[config.mk]
export PLATFORM = sky130hd
export DESIGN_NAME = imd_decoder
export DESIGN_NICKNAME = d
export VERILOG_FILES = /design/src/logic/imd_pkg.sv /design/src/logic/imd_decoder.sv /design/src/logic/imd_range_hit.sv /design/src/logic/imd_win_table.sv
export SDC_FILE = /design/constraint.sdc
export NUM_CORES = 2
export LEC_CHECK = 0
export BUFFER_PORTS_ARGS = -buffer_cell sky130_fd_sc_hd__buf_2
export CORE_UTILIZATION = 45
export CTS_CLUSTER_DIAMETER = 200
export DETAILED_ROUTE_END_ITERATION = 8
export PLACE_DENSITY_LB_ADDON = 0.25
export RECOVER_POWER = 25
export SYNTH_ARGS = -nofsm -noshare
export SYNTH_HDL_FRONTEND = slang
export SYNTH_SLANG_ARGS = --single-unit
export TNS_END_PERCENT = 10
[constraint.sdc]
create_clock -name pclk -period 6.4 [get_ports pclk]
set_input_delay 0.96 -clock pclk [delete_from_list [all_inputs] [get_ports pclk]]
set_output_delay 0.96 -clock pclk [all_outputs]
set_load 0.05 [all_outputs]
[src/logic/imd_pkg.sv]
// decoder package: register map, field layout, window locations and carriers
// ****************************************************************************
// Notes on behaviour
// - Variable I/O windows are decoded only for upstream link cycles, from each window's base and limit.
// - No check is made for variable windows overlapping fixed I/O ranges, and no flag is raised.
// - An 8-byte parallel-port window sits at one of three selectable places and goes to the legacy bus.
// - Two 8-byte serial-port windows each sit at one of eight places and go to the legacy bus.
// - An 8-byte floppy window sits at one of two places and goes to the legacy bus.
// - I/O cycles inside a root port's I/O base and limit go to that port, for ports 1 to 12.
// - An upstream memory cycle that hits no internal memory target is master aborted.
// - Downstream master memory cycles are claimed unless they fall in a bridge forwarding window.
// - A claimed downstream memory cycle outside the network controller range goes up the link.
// - The E and F segment firmware windows are claimed only when enable bits 6 and 7 are set.
// - Each 512 KB high firmware window and its lower alias are claimed when enable bit 8 to 11 is set.
// - The I/O APIC window is claimed only when enabled, its middle digits set by the select field.
// - Consecutive 32 KB APIC windows go to root ports 1 to 12, each only when its forward enable is set.
// - Upstream cycles to reserved or unclaimed I/O are ended inside: writes dropped, reads all ones.
// ****************************************************************************
package imd_pkg;

  localparam int NUM_RP  = 12;
  localparam int NUM_VAR = 4;
  localparam int NUM_IOW = NUM_RP + NUM_VAR;
  localparam int NUM_ENT = NUM_IOW + NUM_RP;

  // register offsets
  localparam logic [11:0] FWEN_OFF = 12'h000;
  localparam logic [11:0] APIC_OFF = 12'h004;
  localparam logic [11:0] PAE_OFF  = 12'h008;
  localparam logic [11:0] LEG_OFF  = 12'h00c;
  localparam logic [11:0] LAN_OFF  = 12'h010;
  localparam logic [11:0] STAT_OFF = 12'h014;
  localparam logic [11:0] TBL_OFF  = 12'h100;

  // reset values; a window entry resets to base above limit, so it never hits
  localparam logic [31:0] FWEN_RST = 32'h0000_0000;
  localparam logic [31:0] APIC_RST = 32'h0000_0000;
  localparam logic [31:0] PAE_RST  = 32'h0000_0000;
  localparam logic [31:0] LEG_RST  = 32'h0000_0000;
  localparam logic [31:0] LAN_RST  = 32'h0000_0fff;
  localparam logic [31:0] ENT_RST  = 32'h0000_ffff;

  // field positions
  localparam int FW_ESEG_BIT  = 6;
  localparam int FW_FSEG_BIT  = 7;
  localparam int FW_HI_LSB    = 8;
  localparam int APIC_EN_BIT  = 0;
  localparam int APIC_SEL_LSB = 8;
  localparam int PAR_EN_BIT   = 0;
  localparam int PAR_SEL_LSB  = 1;
  localparam int SER1_EN_BIT  = 4;
  localparam int SER1_SEL_LSB = 5;
  localparam int SER2_EN_BIT  = 8;
  localparam int SER2_SEL_LSB = 9;
  localparam int FDC_EN_BIT   = 12;
  localparam int FDC_SEL_BIT  = 13;
  localparam int LIM_LSB      = 16;

  // address constants
  localparam logic [15:0] ESEG_BLK    = 16'h000e;
  localparam logic [15:0] FSEG_BLK    = 16'h000f;
  localparam logic [9:0]  HIFW_TOP    = 10'h3ff;
  localparam logic [9:0]  HIFW_ALIAS  = 10'h3fe;
  localparam logic [11:0] APIC_HI     = 12'hfec;
  localparam logic [11:0] APIC_LAST   = 12'h040;
  localparam logic [31:0] PAPIC_FIRST = 32'hfec1_0000;
  localparam logic [31:0] PAPIC_LAST  = 32'hfec6_ffff;

  // selectable legacy window locations
  localparam logic [15:0] PAR_LOC [3] = '{16'h0378, 16'h0278, 16'h03bc};
  localparam logic [15:0] SER_LOC [8] = '{16'h03f8, 16'h02f8, 16'h0220, 16'h0228,
                                          16'h0238, 16'h02e8, 16'h0338, 16'h03e8};
  localparam logic [15:0] FDC_LOC [2] = '{16'h03f0, 16'h0370};

  typedef struct packed {
    logic [31:0] addr;
    logic        is_io;
    logic        is_write;
    logic        from_down;
  } imd_req_t;

  typedef enum logic [3:0] {
    tgt_abort, tgt_term, tgt_legacy, tgt_rport, tgt_unit,
    tgt_fw, tgt_ioapic, tgt_upstream, tgt_lan, tgt_peer
  } imd_tgt_t;

  typedef struct packed {
    imd_tgt_t   tgt;
    logic [3:0] idx;
    logic       rd_ones;
    logic       wr_drop;
  } imd_rsp_t;

endpackage

[src/logic/imd_decoder.sv]
// I/O and memory address decoder with APB configuration registers
//
// The implementer's own choices: the address map and the APB interface to the registers.
`timescale 1ns/1ps
`default_nettype none
module imd_decoder (
  input  wire logic              pclk,       // clock, 200 MHz
  input  wire logic              presetn,    // async reset, low
  input  wire logic              ce,         // clock enable, freezes all state
  input  wire logic [11:0]       paddr,      // apb byte address
  input  wire logic              psel,       // apb select
  input  wire logic              penable,    // apb access phase
  input  wire logic              pwrite,     // apb direction
  input  wire logic [31:0]       pwdata,     // apb write data
  input  wire logic [3:0]        pstrb,      // apb byte strobes
  output logic      [31:0]       prdata,     // apb read data
  output logic                   pready,     // apb ready
  output logic                   pslverr,    // apb error, unmapped
  input  wire logic              req_valid,  // cycle to decode
  input  wire imd_pkg::imd_req_t req,        // cycle address and kind
  output logic                   req_ready,  // cycle taken
  output logic                   rsp_valid,  // decision valid
  output imd_pkg::imd_rsp_t      rsp         // decision
);

  // ****************************************************************
  // apb slave
  // ****************************************************************
  logic [31:0] fwen_q, apic_q, pae_q, leg_q, lan_q;
  logic [31:0] own_rd_q;
  logic        tbl_sel_q;
  logic [15:0] abort_cnt_q;
  logic        rsp_valid_q;
  imd_pkg::imd_rsp_t rsp_q, rsp_d;
  logic [31:0] tbl_rd;
  logic [imd_pkg::NUM_ENT-1:0][31:0] ent;

  wire setup_ph = psel & ~penable;
  wire acc_ph   = psel & penable;
  wire wr_acc   = ce & acc_ph & pwrite;
  wire aligned  = paddr[1:0] == 2'b00;
  wire hit_fwen = paddr == imd_pkg::FWEN_OFF;
  wire hit_apic = paddr == imd_pkg::APIC_OFF;
  wire hit_pae  = paddr == imd_pkg::PAE_OFF;
  wire hit_leg  = paddr == imd_pkg::LEG_OFF;
  wire hit_lan  = paddr == imd_pkg::LAN_OFF;
  wire hit_stat = paddr == imd_pkg::STAT_OFF;
  wire hit_tbl  = aligned && paddr[11:8] == imd_pkg::TBL_OFF[11:8]
                  && paddr[7:2] < 6'(imd_pkg::NUM_ENT);
  wire [4:0] tbl_idx = paddr[6:2];
  wire unmapped = ~(hit_fwen | hit_apic | hit_pae | hit_leg | hit_lan | hit_stat | hit_tbl);

  function automatic logic [31:0] wmerge(input logic [31:0] old, input logic [31:0] nw,
                                         input logic [3:0] be);
    logic [31:0] r;
    r = old;
    for (int b = 0; b < 4; b++) begin
      if (be[b]) r[8*b +: 8] = nw[8*b +: 8];
    end
    return r;
  endfunction

  // zero wait states: read data is loaded during the setup cycle
  assign pready  = 1'b1;
  assign pslverr = acc_ph & unmapped;
  assign prdata  = tbl_sel_q ? tbl_rd : own_rd_q;

  wire [31:0] stat_word = {8'h00, abort_cnt_q, rsp_q.idx, rsp_q.tgt};
  wire [31:0] own_rd = hit_fwen ? fwen_q :
                       hit_apic ? apic_q :
                       hit_pae  ? pae_q  :
                       hit_leg  ? leg_q  :
                       hit_lan  ? lan_q  :
                       hit_stat ? stat_word : 32'h0000_0000;

  always_ff @(posedge pclk or negedge presetn) begin
    if (!presetn) begin
      fwen_q <= imd_pkg::FWEN_RST;
      apic_q <= imd_pkg::APIC_RST;
      pae_q  <= imd_pkg::PAE_RST;
      leg_q  <= imd_pkg::LEG_RST;
      lan_q  <= imd_pkg::LAN_RST;
    end else if (wr_acc) begin
      if (hit_fwen) fwen_q <= wmerge(fwen_q, pwdata, pstrb);
      if (hit_apic) apic_q <= wmerge(apic_q, pwdata, pstrb);
      if (hit_pae)  pae_q  <= wmerge(pae_q, pwdata, pstrb);
      if (hit_leg)  leg_q  <= wmerge(leg_q, pwdata, pstrb);
      if (hit_lan)  lan_q  <= wmerge(lan_q, pwdata, pstrb);
    end
  end

  always_ff @(posedge pclk or negedge presetn) begin
    if (!presetn) begin
      own_rd_q  <= 32'h0000_0000;
      tbl_sel_q <= 1'b0;
    end else if (ce && setup_ph) begin
      own_rd_q  <= own_rd;
      tbl_sel_q <= hit_tbl;
    end
  end

  imd_win_table #(
    .N   (imd_pkg::NUM_ENT),
    .RST (imd_pkg::ENT_RST)
  ) u_tbl (
    .clk     (pclk),
    .rst_n   (presetn),
    .ce      (ce),
    .wr_en   (wr_acc & hit_tbl),
    .wr_idx  (tbl_idx),
    .wr_data (wmerge(ent[tbl_idx], pwdata, pstrb)),
    .rd_en   (setup_ph & hit_tbl),
    .rd_idx  (tbl_idx),
    .rd_data (tbl_rd),
    .ent     (ent)
  );

  // ****************************************************************
  // window matching, all combinational on present settings
  // ****************************************************************
  wire [15:0] io_a = req.addr[15:0];
  wire [31:0] ma   = req.addr;
  wire        up   = ~req.from_down;

  // legacy selectable windows; unused select codes close the window
  wire [1:0]  par_sel  = leg_q[imd_pkg::PAR_SEL_LSB +: 2];
  wire [2:0]  ser1_sel = leg_q[imd_pkg::SER1_SEL_LSB +: 3];
  wire [2:0]  ser2_sel = leg_q[imd_pkg::SER2_SEL_LSB +: 3];
  wire        fdc_sel  = leg_q[imd_pkg::FDC_SEL_BIT];
  wire [15:0] par_off  = io_a - imd_pkg::PAR_LOC[(par_sel == 2'd3) ? 2'd0 : par_sel];
  wire [15:0] ser1_off = io_a - imd_pkg::SER_LOC[ser1_sel];
  wire [15:0] ser2_off = io_a - imd_pkg::SER_LOC[ser2_sel];
  wire [15:0] fdc_off  = io_a - imd_pkg::FDC_LOC[fdc_sel];
  wire par_hit  = leg_q[imd_pkg::PAR_EN_BIT] && par_sel != 2'd3 && par_off[15:3] == 13'h0000;
  wire ser1_hit = leg_q[imd_pkg::SER1_EN_BIT] && ser1_off[15:3] == 13'h0000;
  wire ser2_hit = leg_q[imd_pkg::SER2_EN_BIT] && ser2_off[15:3] == 13'h0000;
  wire fdc_hit  = leg_q[imd_pkg::FDC_EN_BIT] && fdc_off[15:3] == 13'h0000;
  wire leg_any  = par_hit | ser1_hit | ser2_hit | fdc_hit;
  wire [3:0] leg_idx = par_hit ? 4'h0 : ser1_hit ? 4'h1 : ser2_hit ? 4'h2 : 4'h3;

  // root port and variable I/O windows, then bridge memory windows
  logic [imd_pkg::NUM_IOW-1:0] io_hit;
  logic [imd_pkg::NUM_RP-1:0]  br_hit;

  for (genvar i = 0; i < imd_pkg::NUM_IOW; i++) begin : g_io
    imd_range_hit #(.W(16)) u_io (
      .val (io_a),
      .lo  (ent[i][15:0]),
      .hi  (ent[i][imd_pkg::LIM_LSB +: 16]),
      .hit (io_hit[i])
    );
  end

  for (genvar i = 0; i < imd_pkg::NUM_RP; i++) begin : g_br
    imd_range_hit #(.W(12)) u_br (
      .val (ma[31:20]),
      .lo  (ent[imd_pkg::NUM_IOW+i][11:0]),
      .hi  (ent[imd_pkg::NUM_IOW+i][imd_pkg::LIM_LSB +: 12]),
      .hit (br_hit[i])
    );
  end

  logic lan_win;
  imd_range_hit #(.W(12)) u_lan (
    .val (ma[31:20]),
    .lo  (lan_q[11:0]),
    .hi  (lan_q[imd_pkg::LIM_LSB +: 12]),
    .hit (lan_win)
  );

  function automatic logic [3:0] first_set(input logic [15:0] v);
    logic [3:0] r;
    r = 4'h0;
    for (int k = 15; k >= 0; k--) begin
      if (v[k]) r = 4'(k);
    end
    return r;
  endfunction

  wire [imd_pkg::NUM_RP-1:0]  rp_io  = io_hit[imd_pkg::NUM_RP-1:0];
  wire [imd_pkg::NUM_VAR-1:0] var_io = io_hit[imd_pkg::NUM_IOW-1:imd_pkg::NUM_RP];
  wire [3:0] rp_idx  = first_set({4'h0, rp_io});
  wire [3:0] var_idx = first_set({12'h000, var_io});

  // firmware windows
  wire eseg_hit = fwen_q[imd_pkg::FW_ESEG_BIT] && ma[31:16] == imd_pkg::ESEG_BLK;
  wire fseg_hit = fwen_q[imd_pkg::FW_FSEG_BIT] && ma[31:16] == imd_pkg::FSEG_BLK;
  wire hifw_in  = (ma[31:22] == imd_pkg::HIFW_TOP || ma[31:22] == imd_pkg::HIFW_ALIAS) && !ma[21];
  wire hifw_hit = hifw_in && fwen_q[imd_pkg::FW_HI_LSB + 32'(ma[20:19])];
  wire fw_hit   = eseg_hit | fseg_hit | hifw_hit;

  // internal apic; its window wins over a port apic window it lands in
  wire apic_hit = apic_q[imd_pkg::APIC_EN_BIT] && ma[31:20] == imd_pkg::APIC_HI
                  && ma[19:12] == apic_q[imd_pkg::APIC_SEL_LSB +: 8]
                  && ma[11:0] <= imd_pkg::APIC_LAST;

  wire [31:0] papic_off = ma - imd_pkg::PAPIC_FIRST;
  wire        papic_in  = ma >= imd_pkg::PAPIC_FIRST && ma <= imd_pkg::PAPIC_LAST;
  wire [3:0]  papic_idx = papic_off[18:15];
  wire        papic_hit = papic_in && pae_q[papic_idx];

  wire up_mem_any = fw_hit | apic_hit | papic_hit;

  // ****************************************************************
  // decision
  // ****************************************************************
  // fixed-range overlap is neither checked nor flagged; the legacy and variable
  // windows simply win by priority, as software is trusted to keep them apart
  always_comb begin
    rsp_d = '{tgt: imd_pkg::tgt_abort, idx: 4'h0, rd_ones: 1'b0, wr_drop: 1'b0};
    if (req.from_down) begin
      if (req.is_io || |br_hit) rsp_d.tgt = imd_pkg::tgt_peer;
      else if (lan_win) rsp_d.tgt = imd_pkg::tgt_lan;
      else rsp_d.tgt = imd_pkg::tgt_upstream;
    end else if (req.is_io) begin
      if (leg_any) begin
        rsp_d.tgt = imd_pkg::tgt_legacy;
        rsp_d.idx = leg_idx;
      end else if (|var_io) begin
        rsp_d.tgt = imd_pkg::tgt_unit;
        rsp_d.idx = var_idx;
      end else if (|rp_io) begin
        rsp_d.tgt = imd_pkg::tgt_rport;
        rsp_d.idx = rp_idx;
      end else begin
        rsp_d.tgt     = imd_pkg::tgt_term;
        rsp_d.rd_ones = 1'b1;
        rsp_d.wr_drop = 1'b1;
      end
    end else if (fw_hit) begin
      rsp_d.tgt = imd_pkg::tgt_fw;
    end else if (apic_hit) begin
      rsp_d.tgt = imd_pkg::tgt_ioapic;
    end else if (papic_hit) begin
      rsp_d.tgt = imd_pkg::tgt_rport;
      rsp_d.idx = papic_idx;
    end
  end

  // decisions reflect settings as they stand in the cycle the request is taken
  always_ff @(posedge pclk or negedge presetn) begin
    if (!presetn) begin
      rsp_valid_q <= 1'b0;
      rsp_q       <= '{tgt: imd_pkg::tgt_abort, idx: 4'h0, rd_ones: 1'b0, wr_drop: 1'b0};
      abort_cnt_q <= 16'h0000;
    end else if (ce) begin
      rsp_valid_q <= req_valid;
      if (req_valid) rsp_q <= rsp_d;
      if (req_valid && rsp_d.tgt == imd_pkg::tgt_abort && abort_cnt_q != 16'hffff)
        abort_cnt_q <= abort_cnt_q + 16'h0001;
    end
  end

  assign req_ready = ce;
  assign rsp_valid = rsp_valid_q;
  assign rsp       = rsp_q;

  wire take    = ce & req_valid;
  wire up_mem  = take & up & ~req.is_io;
  wire up_io   = take & up & req.is_io;
  wire dn_mem  = take & req.from_down & ~req.is_io;
endmodule
`default_nettype wire

[src/logic/imd_range_hit.sv]
// inclusive base/limit window comparator
`timescale 1ns/1ps
`default_nettype none
module imd_range_hit #(
  parameter int W = 16
) (
  input  wire logic [W-1:0] val,  // address bits under test
  input  wire logic [W-1:0] lo,   // window base
  input  wire logic [W-1:0] hi,   // window limit
  output logic              hit   // inside window
);
  // base above limit reads as a closed window
  assign hit = (val >= lo) && (val <= hi);
endmodule
`default_nettype wire

[src/logic/imd_win_table.sv]
// window settings table: parallel view for decode, registered read port
`timescale 1ns/1ps
`default_nettype none
module imd_win_table #(
  parameter int          N   = 28,
  parameter logic [31:0] RST = 32'h0000_ffff
) (
  input  wire logic                 clk,      // clock
  input  wire logic                 rst_n,    // async reset, low
  input  wire logic                 ce,       // clock enable
  input  wire logic                 wr_en,    // write strobe
  input  wire logic [4:0]           wr_idx,   // write entry
  input  wire logic [31:0]          wr_data,  // merged write word
  input  wire logic                 rd_en,    // read load strobe
  input  wire logic [4:0]           rd_idx,   // read entry
  output logic      [31:0]          rd_data,  // registered read word
  output logic      [N-1:0][31:0]   ent       // all entries
);
  logic [N-1:0][31:0] ent_q;

  for (genvar i = 0; i < N; i++) begin : g_ent
    always_ff @(posedge clk or negedge rst_n) begin
      if (!rst_n) ent_q[i] <= RST;
      else if (ce && wr_en && wr_idx == 5'(i)) ent_q[i] <= wr_data;
    end
  end

  always_ff @(posedge clk or negedge rst_n) begin
    if (!rst_n) rd_data <= 32'h0000_0000;
    else if (ce && rd_en) rd_data <= ent_q[rd_idx];
  end

  assign ent = ent_q;
endmodule
`default_nettype wire

==> flow_summary.yaml <==
setup_path:
  cpMaxStageDelayCell: "clkbuf_1"
  cp_data_required_time_ns: 7.09
  crit_path_start: "presetn"
  cp_max_fo: 67
  cp_top_family: "buffers and inverters"
  critPathKind: "in -> async"
  critPathLaunchType: "primary input"
  crit_path_max_incr_delay_ns: 3.27
  r2r-start: "leg_q[2]"
  critPathArrivalTime_ns: 5.74
  cp.depth: 2
  path_cells: "clkbuf_1, clkbuf_2"
  ff2ff_setup_slack_ns: 1.86
  critPathBufInv: 2
  cp-endpoint: "u_tbl.ent[732]"
  critPathCaptureType: "asynchronous set/reset pin"
  rr_endpoint: "abort_cnt_q[1]"
  reg2regPathDepth: 12
floorplan:
  dieArea_mm2: 0.1659
  die_h_um: 407.3
  io_pins: 136
  initial_utilization_pct: 45.37
  die_w_um: 407.3
  rows: 148
  core_area_mm2: 0.1630
power_and_ir_drop:
  p_switching_mw: 4.501
  vdd_ir_drop_max_v: 0.0002796
  p_clk_share_pct: 47.5
  p_leak_nw: 37.35
  p_sw_share_pct: 26.31
  combPwrFrac_pct: 9.8
  p_int_mw: 12.61
  pwr-share-seq_pct: 42.7
  p_per_area_mw_per_mm2: 209.1
clocking:
  clkLatencyLatePin_ns: 0.80
  clk_pin_slew_ns: 0.06
  clk_path_buf_depth: 3
  cts_sinks: 1147
  cts_setup_buffers: 0
  cts_buffers: 132
  cts_resized: 0
  h-tree-depth: 4
  tritoncts: "yes"
  cts_hold_buf: 0
  root_buffer: "clkbuf_16"
logic_synthesis:
  synth_seq_cells: 1147
  synth_flop_cell: "dfrtp_1"
  synth-edff-count: 0
  synthTopCellsByArea: "dfrtp_1 23%, dfstp_2 16%, ha_1 14%"
  syn_avg_cell_area_um2: 11.10
  ys_types: 85
  synth_largest_area_cell: "dfrtp_1"
  synth_top_area_share_pct: 23.25
  synth-async-reset-ratio_pct: 100.0
  synth_area_mm2: 0.07393
  seq_area_frac_synth_pct: 39.60
  syn-num-nets: 7592
  yosysWarnings: 0
  syn-instance-count: 6660
place:
  io_buffer_count: 133
  place_congestion: 0.9522
  place_hpwl_mm: 173.0
timing:
  layout_worst_path_cycle_share_pct: 78.96
  period_minus_slack_ns: 5.054
  hold_viol_final: 0
  worst_hold_slack_ns: 0.4555
  setup_viol: 0
  setup_tns_ns: 0
  rsz0062_at_grt: "no"
  tightest_slew_ns: 4.774
  finClkSkew_ns: 0.03553
  report.final.slew_viol_count: 63
  fmax_mhz: 197.9
  maxSlewHeadroom_pct: -218.3
final_layout:
  fill_cells: 14380
  drive_gt1_share_pct: 31.12
  regArea_mm2: 0.02928
  syn_to_final_growth_pct: 10.68
  multi_input_area_mm2: 0.04029
  final_nets: 7693
routing:
  drc: 0
  wl_met1_mm: 108.9
  drt_iter0_markers: 5205
  wl_per_cell_um: 26.91
  dr_total_vias: 54960
  routed.top_layer: "met5"
  postRouteAntennaNets: 0
  route.met3.wl_mm: 19.62
  first_pass_iters: 6
  drt_wl_total_mm: 243.4
  wl_met2_mm: 102.4
  avgViaCountPerCell: 6.074
global_route:
  grt_max_degree: 174
  grt_use_total_pct: 29.17
  grt_pass1_vias: 54380
  grt_pass1_wl_mm: 360.3
  grt-ovfl-total: 0
  antenna_found_initial: 18
run_status:
  status: "finished, violations left"
  violations: "capacitance limit, slew limit"
hold_path:
  hp-class: "in -> reg"
run:
  drv_cap: 1
## power by group through the flow
| stage | Combinational (mW) | Clock [mW] | Sequential, mW |
|---|---|---|---|
| 4_1_cts | 1.65 | 8.24 | 7.31 |
| 2_1_floorplan | 0.816 | 0 | 7.44 |
| 6_report | 1.67 | 8.12 | 7.31 |
| 3_3_place_gp | 1.61 | 0 | 7.43 |
| 5_1_grt | 1.81 | 8.48 | 7.31 |
| 3_5_place_dp | 1.65 | 0 | 7.43 |
## registers in the layout (all words and copies together), names as in the netlist
register,flops
pae_q,32
leg_q,32
rsp_valid,1
tbl_sel_q,1
u_tbl.ent,896
lan_q,32
apic_q,32
u_tbl.rd_data,32
rsp,9
own_rd_q,32
fwen_q,32
abort_cnt_q,16
## cells in the final DEF, fill, tap and decap left out, types with 55 or more instances in the layout
master,synthesis,final
o21ai_0,482,482
dfrtp_1,687,687
nand4_1,121,121
mux2_2,885,885
buf_2,72,127
a21o_1,93,93
nand3_1,80,80
inv_1,799,799
nor2b_1,56,55
a21oi_1,251,251
mux4_2,270,270
clkbuf_16,0,135
ha_1,842,842
dfstp_2,460,460
nor2_1,143,130
a211oi_1,60,60
buf_4,11,122
nand2_1,515,512
## per-stage QoR
step                cells  power, mW  utilization (%)  cell area (um2)  setup WS (ns)
floorplan            6660      8.258                -            73930          2.083
global placement     8802      9.044            47.42            77280         0.9517
detailed placement   8802      9.080            47.42            77280         0.9251
CTS                  9041      17.21            50.22            81840          1.446
global route         9043      17.60            50.21            81810         0.6507
finish               9048      17.11            50.21            81830          1.346
## how the worst min path moves through the flow
stage                             from  cells past startpoint            end  slack [ns]
final                        pwdata[1]                      3       lan_q[1]        0.46
after global routing         pwdata[1]                      3       lan_q[1]        0.44
after CTS                      presetn                      1  u_tbl.ent[31]        0.18
after detailed placement  own_rd_q[24]                      2   own_rd_q[24]        0.47
after global placement     own_rd_q[1]                      2    own_rd_q[1]        0.46
after floorplan            own_rd_q[0]                      2    own_rd_q[0]        0.45
## synthesized netlist by cell type, drive strengths merged, types with 11 or more instances
master / n
a22oi: 40
clkbuf: 168
dfstp: 460
nor3: 49
a2111oi: 27
a211oi: 60
buf: 139
nand4: 121
nand3: 80
nor4: 13
mux2: 898
o31ai: 20
and3: 20
nand2: 515
or4: 11
mux4: 270
nor2: 147
inv: 800
a21oi: 251
and4: 15
o21a: 23
a221oi: 29
a211o: 12
nor2b: 56
a21o: 93
nor3b: 14
nand2b: 33
a31oi: 17
mux2i: 36
o21ai: 485
o211ai: 47
xor2: 14
dfrtp: 687
xnor2: 13
ha: 842
## logic make-up after synthesis
group | count (synthesis) | share of synthesized area (%)
compound gates | 1213 | 10.12
xor+xnor | 27 | 0.3199
fa+ha+maj | 843 | 14.26
buf+inv | 1107 | 6.062
flops | 1147 | 39.60
mux | 1204 | 22.45
other cells | 1 | 0.005072
simple gates | 1118 | 7.179
## layer usage
layer | vias up | global-route usage (%)
met5 | - | 0
met4 | 10 | 13.80
met3 | 408 | 5.682
met2 | 2019 | 41.96
met1 | 28230 | 42.05
li1 | 24290 | -
## area by class of cell
type / count / share of cell area (%)
diodes: 7 / 0.02141
repair buffers: 274 / 2.382
inverters: 800 / 3.670
clock buffers: 194 / 4.705
well taps: 2175 / 3.326
multi-input cells: 4406 / 49.24
clock inverters: 45 / 0.8746
flip-flops and latches: 1147 / 35.78
(Power assumes the default switching activity.)
